## config.mk

```make
export PLATFORM = sky130hd
export DESIGN_NAME = drps_top
export DESIGN_NICKNAME = d
export VERILOG_FILES = /design/src/drps_pkg.sv /design/src/drps_top.sv
export SDC_FILE = /design/constraint.sdc
export NUM_CORES = 1
export LEC_CHECK = 0
export BUFFER_PORTS_ARGS = -buffer_cell sky130_fd_sc_hd__buf_2
export CORE_MARGIN = 8
export CORE_UTILIZATION = 30
export CTS_CLUSTER_DIAMETER = 50
export DETAILED_ROUTE_END_ITERATION = 7
export HOLD_SLACK_MARGIN = 0.05
export PLACE_DENSITY = 0.52
export SLEW_MARGIN = 20
export SYNTH_ARGS = -nofsm -noshare
export SYNTH_HDL_FRONTEND = slang
export SYNTH_SLANG_ARGS = --single-unit
```

## constraint.sdc

```tcl
create_clock -name mclk -period 2.7 [get_ports mclk]
set_input_delay 0.135 -clock mclk [delete_from_list [all_inputs] [get_ports mclk]]
set_output_delay 0.135 -clock mclk [all_outputs]
set_load 0.03 [all_outputs]
```

## src/drps_pkg.sv

```systemverilog
// drps_pkg: constants, types and state layout of the dual regulator power sequencer
// assumes a free-running 40 MHz clock and a single active-low reset
//
// What this block does
// - single-enable variant: common enable low shuts both regulators off
// - single-enable: enable rise turns first on now, second after 128 us
// - first output at 87 percent starts 200 ms timer, then power ok rises
// - dual-enable: primary enable drives first, secondary enable drives second
// - dual-enable: second on only while both enables high
// - dual-enable: second follows its enable directly, no start-up timer
// - first out of regulation drops power ok; with power ok present also second until power ok returns
// - supply low lockout disables both regulators and holds power ok low
// - lockout clear restores previous states if primary enable stayed high
// - power-up inside lockout keeps regulators off and power ok low
// - overheat turns both regulators off and holds power ok low
// - overheat clear restores states, power ok after fresh 200 ms delay
// - short on first regulator disables second until the short clears
package drps_pkg;
  localparam int unsigned CLK_HZ = 40_000_000;
  localparam int unsigned SEQ_DELAY_US = 128;
  localparam int unsigned PWR_OK_DELAY_MS = 200;
  localparam int unsigned SEQ_DELAY_CYC = SEQ_DELAY_US * (CLK_HZ / 1_000_000);
  localparam int unsigned PWR_OK_DELAY_CYC = PWR_OK_DELAY_MS * (CLK_HZ / 1_000);
  localparam int CNT_W = 24;

  typedef struct packed {
    logic primary_enable;
    logic secondary_enable_in;
    logic first_in_reg;
    logic first_short;
    logic supply_low_lockout;
    logic overheat_flag;
  } drps_in_t;

  typedef struct packed {
    drps_in_t s1;
    drps_in_t s2;
    logic pok_lost;
    logic seq_done;
    logic [CNT_W-1:0] seq_cnt;
    logic [CNT_W-1:0] pok_cnt;
    logic power_ok;
    logic first_on;
    logic second_on;
  } drps_state_t;
endpackage : drps_pkg

```

## src/drps_top.sv

```systemverilog
// drps_top: digital control of two regulator enables and the power ok output
// assumes asynchronous pins from comparators and enables, one free-running clock
`timescale 1ns/1ps
`default_nettype none
module drps_top import drps_pkg::*; #(
  parameter int unsigned SEQ_CYC = SEQ_DELAY_CYC,
  parameter int unsigned POK_CYC = PWR_OK_DELAY_CYC
) (
  input wire logic mclk,
  input wire logic reset_n,
  input wire logic cfg_dual_enable,
  input wire logic cfg_power_ok_present,
  input wire drps_in_t pins_in,
  output logic regulator_first,
  output logic regulator_second,
  output logic power_ok_out
);
  ////////////////////////////////////////////////////////////////////////
  // reset release
  logic rst_a1_q;
  logic rst_a2_q;
  always_ff @(posedge mclk or negedge reset_n) begin
    if (!reset_n) begin
      rst_a1_q <= 1'b0;
      rst_a2_q <= 1'b0;
    end else begin
      rst_a1_q <= 1'b1;
      rst_a2_q <= rst_a1_q;
    end
  end
  wire rst_n = rst_a2_q;

  ////////////////////////////////////////////////////////////////////////
  // state
  drps_state_t st_q;
  drps_state_t st_d;
  logic fault;
  logic a_req;
  logic b_req;
  logic [CNT_W-1:0] seq_lim;
  logic [CNT_W-1:0] pok_lim;
  assign seq_lim = CNT_W'(SEQ_CYC);
  assign pok_lim = CNT_W'(POK_CYC);

  always_comb begin
    st_d = st_q;
    st_d.s1 = pins_in;
    st_d.s2 = st_q.s1;
    // lockout and overheat gate everything; enables are remembered so states return
    fault = st_q.s2.supply_low_lockout | st_q.s2.overheat_flag;
    a_req = st_q.s2.primary_enable & ~fault;
    // sequencing timer runs in both variants, used only in single-enable variant
    if (!a_req) begin
      st_d.seq_cnt = '0;
      st_d.seq_done = 1'b0;
    end else if (!st_q.seq_done) begin
      if (st_q.seq_cnt >= seq_lim - CNT_W'(1)) st_d.seq_done = 1'b1;
      else st_d.seq_cnt = st_q.seq_cnt + CNT_W'(1);
    end
    if (cfg_dual_enable) b_req = a_req & st_q.s2.secondary_enable_in;
    else b_req = a_req & st_q.seq_done;
    // power ok delay from first regulator in regulation
    if (!a_req || !st_q.s2.first_in_reg) begin
      st_d.pok_cnt = '0;
      st_d.power_ok = 1'b0;
    end else if (!st_q.power_ok) begin
      if (st_q.pok_cnt >= pok_lim - CNT_W'(1)) st_d.power_ok = 1'b1;
      else st_d.pok_cnt = st_q.pok_cnt + CNT_W'(1);
    end
    // with power ok present, regulation loss after power ok holds second off until power ok returns
    if (!a_req || st_d.power_ok) st_d.pok_lost = 1'b0;
    if (a_req && st_q.power_ok && !st_q.s2.first_in_reg) st_d.pok_lost = 1'b1;
    if (cfg_power_ok_present && st_q.pok_lost) b_req = 1'b0;
    if (st_q.s2.first_short) b_req = 1'b0;
    st_d.first_on = a_req;
    st_d.second_on = b_req;
  end

  always_ff @(posedge mclk or negedge rst_n) begin
    if (!rst_n) st_q <= '0;
    else st_q <= st_d;
  end

  assign regulator_first = st_q.first_on;
  assign regulator_second = st_q.second_on;
  assign power_ok_out = st_q.power_ok & cfg_power_ok_present;
endmodule : drps_top
`default_nettype wire

```

# After elaboration in Yosys (flattened, before gate mapping)
# Cells that the tools add are included.
# totals
reg_bits	67
latch_bits	0
mem_bits_rw	0
rom_bits	0
inputBits	10
output_inout_bits	3
wordCells	58
n_memories	0
# classes
addsub	2
n_mul	0
n_div	0
magnitude_cmp	2
eq_ne	4
shift	0
muxes	13
n_bitwise	6
n_reduce_logical	10
# op_table
operator	n
2-to-1 mux 25 bit	4
adder 24 x 1 -> 24 bit, second input constant	2
2-to-1 mux 24 bit	2
greater-or-equal comparator 24 x 13 -> 1 bit, second input constant	1
greater-or-equal comparator 24 x 23 -> 1 bit, second input constant	1
2-to-1 mux 1 bit	7
!= test 2 bit, second input constant	3
AND 1 bit	4
AND reduction 2 bit	2
logical AND 1 bit	3
zero test 1 bit	2
logical OR 1 bit	2
!= test 2 x 1 -> 1 bit, second input constant	1
nonzero test 2 bit	1
inverter 1 bit	1
bitwise OR 1 bit	1

# Logic depth before layout (Yosys ltp)
# logic_depth
ltp_word	9
ltp_mapped	8
ltp_nobuf	7

# Worst setup path before layout
# Ideal clock, no wire load.
# synth_path
kind	reg-to-reg
from	register st_q[3] in the netlist's numbering
to	register st_q[9] in the netlist's numbering
setup_ns	0.110
arrival_ns	1.796
required_ns	2.590
setup_slack_ns	0.793
stages_incl_launch_ff	8
n_path_buf	1
synth_period_minus_slack_ns	1.907
path_cell_list	dfrtp_1 -> ha_1 -> nand4_1 -> o211a_1 -> nor4b_4 -> buf_6 -> o31ai_1 -> o41ai_1
# synth_via
elab_chain_cells	4
elab_cells_between_ends	7
classes_between	1 x add/sub; 1 x order compare; 1 x eq/ne; 3 x mux; 1 x reduce/logical
# synth_lines
element	line_no	rtl
start: declaration	drps_top.sv:35	drps_state_t st_q;
start signal: assignment	drps_top.sv:81	else st_q <= st_d;
adder 24 x 1 -> 24 bit	drps_top.sv:68	else st_d.pok_cnt = st_q.pok_cnt + CNT_W'(1);
2-to-1 mux 24 bit	drps_top.sv:67	if (st_q.pok_cnt >= pok_lim - CNT_W'(1)) st_d.power_ok = 1'b1;
2-to-1 mux 25 bit	drps_top.sv:66	end else if (!st_q.power_ok) begin
2-to-1 mux 25 bit	drps_top.sv:63	if (!a_req || !st_q.s2.first_in_reg) begin
# Several ways; a longest one is shown, not always the timed one. The select of a mux whose other input is x is not followed.
# A chain may end at the register's enable or synchronous reset.

# Worst setup path after layout
# layout_path
from	register st_q[3] in the netlist's numbering
to	register st_q[8] in the netlist's numbering
# Same word-level chain as after synthesis.

==> impl_metrics.toml <==
[sta]
clock.fmax_mhz = 453
maxSlewViolCount = 0
rsz_0062_raised_after_global_routing = "no"
hold_viol = 0
timing_worst_slew_pin_value_ps = 731
setup-tns-final_ps = 0
timing.slew.headroom_pct = 51.3
timing.final.setup_violations = 0
fin_crit_sh_pct = 81.8
worst_hold_slack_after_final_layout_ps = 105
finalCriticalPeriod_ps = 2210
timing.clock.skew_ps = 5.21

[synthesis]
synth_area_um2 = 3190
avgSynthCellArea_um2 = 10.3
synth_mux_area_share_pct = 0.941
synth.distinct_cells = 49
area_leader_netlist = "dfrtp_1"
synth.top_cells.by_area = "dfrtp_1 53%, o31ai_1 7.8%, nand3_1 3.0%"
asyncSetResetFlopFracSynth_pct = 100
synth-seq-area-share_pct = 52.5
synth_fp_nets = 321
number_of_synthesized_flops_with_an_enable_pin = 0
synth-simple-area-share_pct = 22.8
ys_seq_elements = 67
synth_top_cell_area_share_pct = 52.5
synth_warnings = 0
synth_top_family_by_area = "simple AND/OR/NAND/NOR gates"
synth_fa_ha_area_share_pct = 0.784
yosys.area_share.xor_xnor_pct = 0.275
post_synth_inst_count = 309
synth_compound_gate_area_share_pct = 19.8
synthFlopType = "dfrtp_1"

[floorplan]
fp-row-count = 37
initial_core_util_pct = 30.9
core-area_um2 = 10300
die_h_um = 119
boundaryPins = 13
die_width_um = 119
fp.dieArea_um2 = 14200

[worst_setup_path]
path_depth = 7
cpLargestDelayFamily = "simple AND/OR/NAND/NOR gates"
critical_path_peak_fanout = 9
cpPeakStageDelay_ps = 550
required_time_reported_for_the_critical_path_endpoint_ps = 2930
timing_worst_setup_path_type = "reg -> reg"
critical_path.startpoint = "st_q[3]$_DFFE_PN0P_"
timing.critical_path.to_type = "flop"
launching_element_type_of_the_critical_path = "flop"
r2r.worst_path.cells = 7
r2r_end = "st_q[8]$_DFFE_PN0P_"
critical_path.cell_chain = "ha_1 > nand4_1 > o211a_1 > nor4b_4 > buf_4 > o31ai_1 > o41ai_1"
cpMaxStageDelayCell = "nor4b_4"
r2r-start = "st_q[3]$_DFFE_PN0P_"
cp.buffers_inverters = 1
setup.reg_to_reg.worst_slack_ps = 490
cp-endpoint = "st_q[8]$_DFFE_PN0P_"
cp_data_arrival_time_ps = 2430

[clock_network]
clock_path_buffers = 2
cts-buffers-inserted = 9
cts_sinks = 67
clock_tree.htree_level_count = 3
cts_tree = "built"
cts_root_buf = "clkbuf_8"
clk_latency_ps = 340
clkTransAtPathRegs_ps = 70

[layout]
most-common-layout-cells = "66 x dfrtp_1, 33 x o31ai_1, 22 x nor2_1, 22 x nand2_1, 19 x nand3_1"
finalCoreUtilization_pct = 36.2
fillers = 1020
final_cells = 476
layout-drive-gt1-share_pct = 13.8
area_delta_synth_final_pct = 17.0
final_net_count = 347
diodes = 0
final_common_cell = "dfrtp_1"

[routing]
route.detailed.vias_per_inst = 5.28
detailroute.wirelength.met2_mm = 3.09
wl_met1_mm = 3.50
drt_iter0_markers = 158
drt_first_pass_iters = 4
highest-signal-layer = "met4"
route.vias.total = 2513
routed_wl_mm = 6.99
remaining_drc_errors = 0
routed_wire_length_per_instance_um = 14.7
drt.antenna.violating_nets = 0
wl_met3_um = 220

[power_and_ir_drop]
max-vdd-ir-drop_mv = 0.360
internal-power_w = 0.00158
swShare_pct = 21.6
power_per_cell_area_nw_per_um2 = 541
p_clk_share_pct = 46.3
p_leak_nw = 1.67
power.combinational.fraction_pct = 2.7
p_seq_share_pct = 51.0
switching_power_w = 0.000436

[placed_design]
place.port_buffers = 12
gp_routability_congestion = 0.764
detailedPlacementHpwl_mm = 4.80
dpl.cell_count = 452

[grt]
grt_start_max_net_pins = 35
antenna_found_initial = 0
grt_util_all_layers_pct = 10.5
globalRouteOverflowTotal = 0
number_of_global_route_vias_before_repair = 2553
grt_first_pass_wirelength_mm = 12.2

[hold_path]
worstHoldPathType = "in -> async"

[job]
timing.max_cap.violations = 0

[run_status]
outcome = "complete, no violations"
## cells by family after synthesis
family / after synthesis
other: 1
xor gates and xnor gates: 1
adders and majority gates: 2
buffers and inverters: 19
muxes: 3
AOI/OAI and AO/OA: 91
and+or+nand+nor: 125
DFF: 67
## synth_stat cells, types with 2 or more instances
cell type	n
nor4_1	5
buf_2	6
nand4_1	4
o41ai_1	4
clkbuf_1	5
o31ai_1	33
nor2b_1	3
a31oi_1	7
nand2b_1	3
buf_1	2
nand2_1	22
nor3_1	10
and2_1	12
inv_1	5
and3_1	6
ha_1	2
dfrtp_1	67
or2_1	2
and4_1	5
o211ai_2	2
mux2i_1	3
o21ai_0	13
nor4b_4	2
a211oi_1	2
a21oi_1	8
o21a_1	4
a41oi_1	3
or3_1	3
nand3_1	19
o21ai_1	7
nor2_1	22
## per-stage QoR
stage	power (W)	cell area, µm²	worst slack (ps)
3_3_place_gp	0.00110	3430	558
3_5_place_dp	0.00110	3430	519
5_1_grt	0.00211	3730	302
4_1_cts	0.00205	3730	502
2_1_floorplan	0.00107	3190	696
6_report	0.00202	3730	492
## metal layers
| layer | up-vias | GRT usage [%] |
|---|---|---|
| met5 | - | 0 |
| met4 | 0 | 6.80 |
| met3 | 10 | 1.89 |
| met2 | 57 | 15.3 |
| met1 | 1221 | 13.9 |
| li1 | 1225 | - |
## sequential cells by signal (all words and copies together), names as in the netlist
| name | flops |
|---|---|
| st_d | 6 |
| regulator_first | 1 |
| rst_a1_q | 1 |
| st_q | 57 |
| regulator_second | 1 |
| rst_a2_q | 1 |
## area by class of cell
cell class	instances	area, µm²	share of cell area (%)
Inverter	5	18.8	0.503
Clock inverter	6	88.8	2.38
Tap cell	136	170	4.56
Clock buffer	10	138	3.69
Multi-Input combinational cell	223	1430	38.4
Sequential cell	67	1680	44.9
Timing Repair Buffer	29	208	5.56
## power groups by stage
stage / Clock (W) / Sequential [W] / Combinational [W]
final: 0.000934 / 0.00103 / 0.0000549
after global routing: 0.00101 / 0.00103 / 0.0000633
after CTS: 0.000961 / 0.00103 / 0.0000565
after detailed placement: 0 / 0.00105 / 0.0000476
after global placement: 0 / 0.00105 / 0.0000471
after floorplan: 0 / 0.00105 / 0.0000202
## how the worst min path moves through the flow
stage,startpoint,end,slack [ps],cells after the start
after floorplan,reset_n,rst_a1_q$_DFF_PN0_,-160,0
after global placement,reset_n,rst_a1_q$_DFF_PN0_,-80,1
after detailed placement,reset_n,rst_a1_q$_DFF_PN0_,-80,1
after CTS,reset_n,rst_a2_q$_DFF_PN0_,90,2
after global routing,reset_n,rst_a1_q$_DFF_PN0_,90,2
final,reset_n,rst_a2_q$_DFF_PN0_,110,2
## timing repair
action | CTS | global route
endpoints found under the hold margin | 9 | 0
hold buffers | 8 | 0
buffers inserted | 0 | 0
resized for setup | 0 | 0
Power figures use the tool's default switching activity.
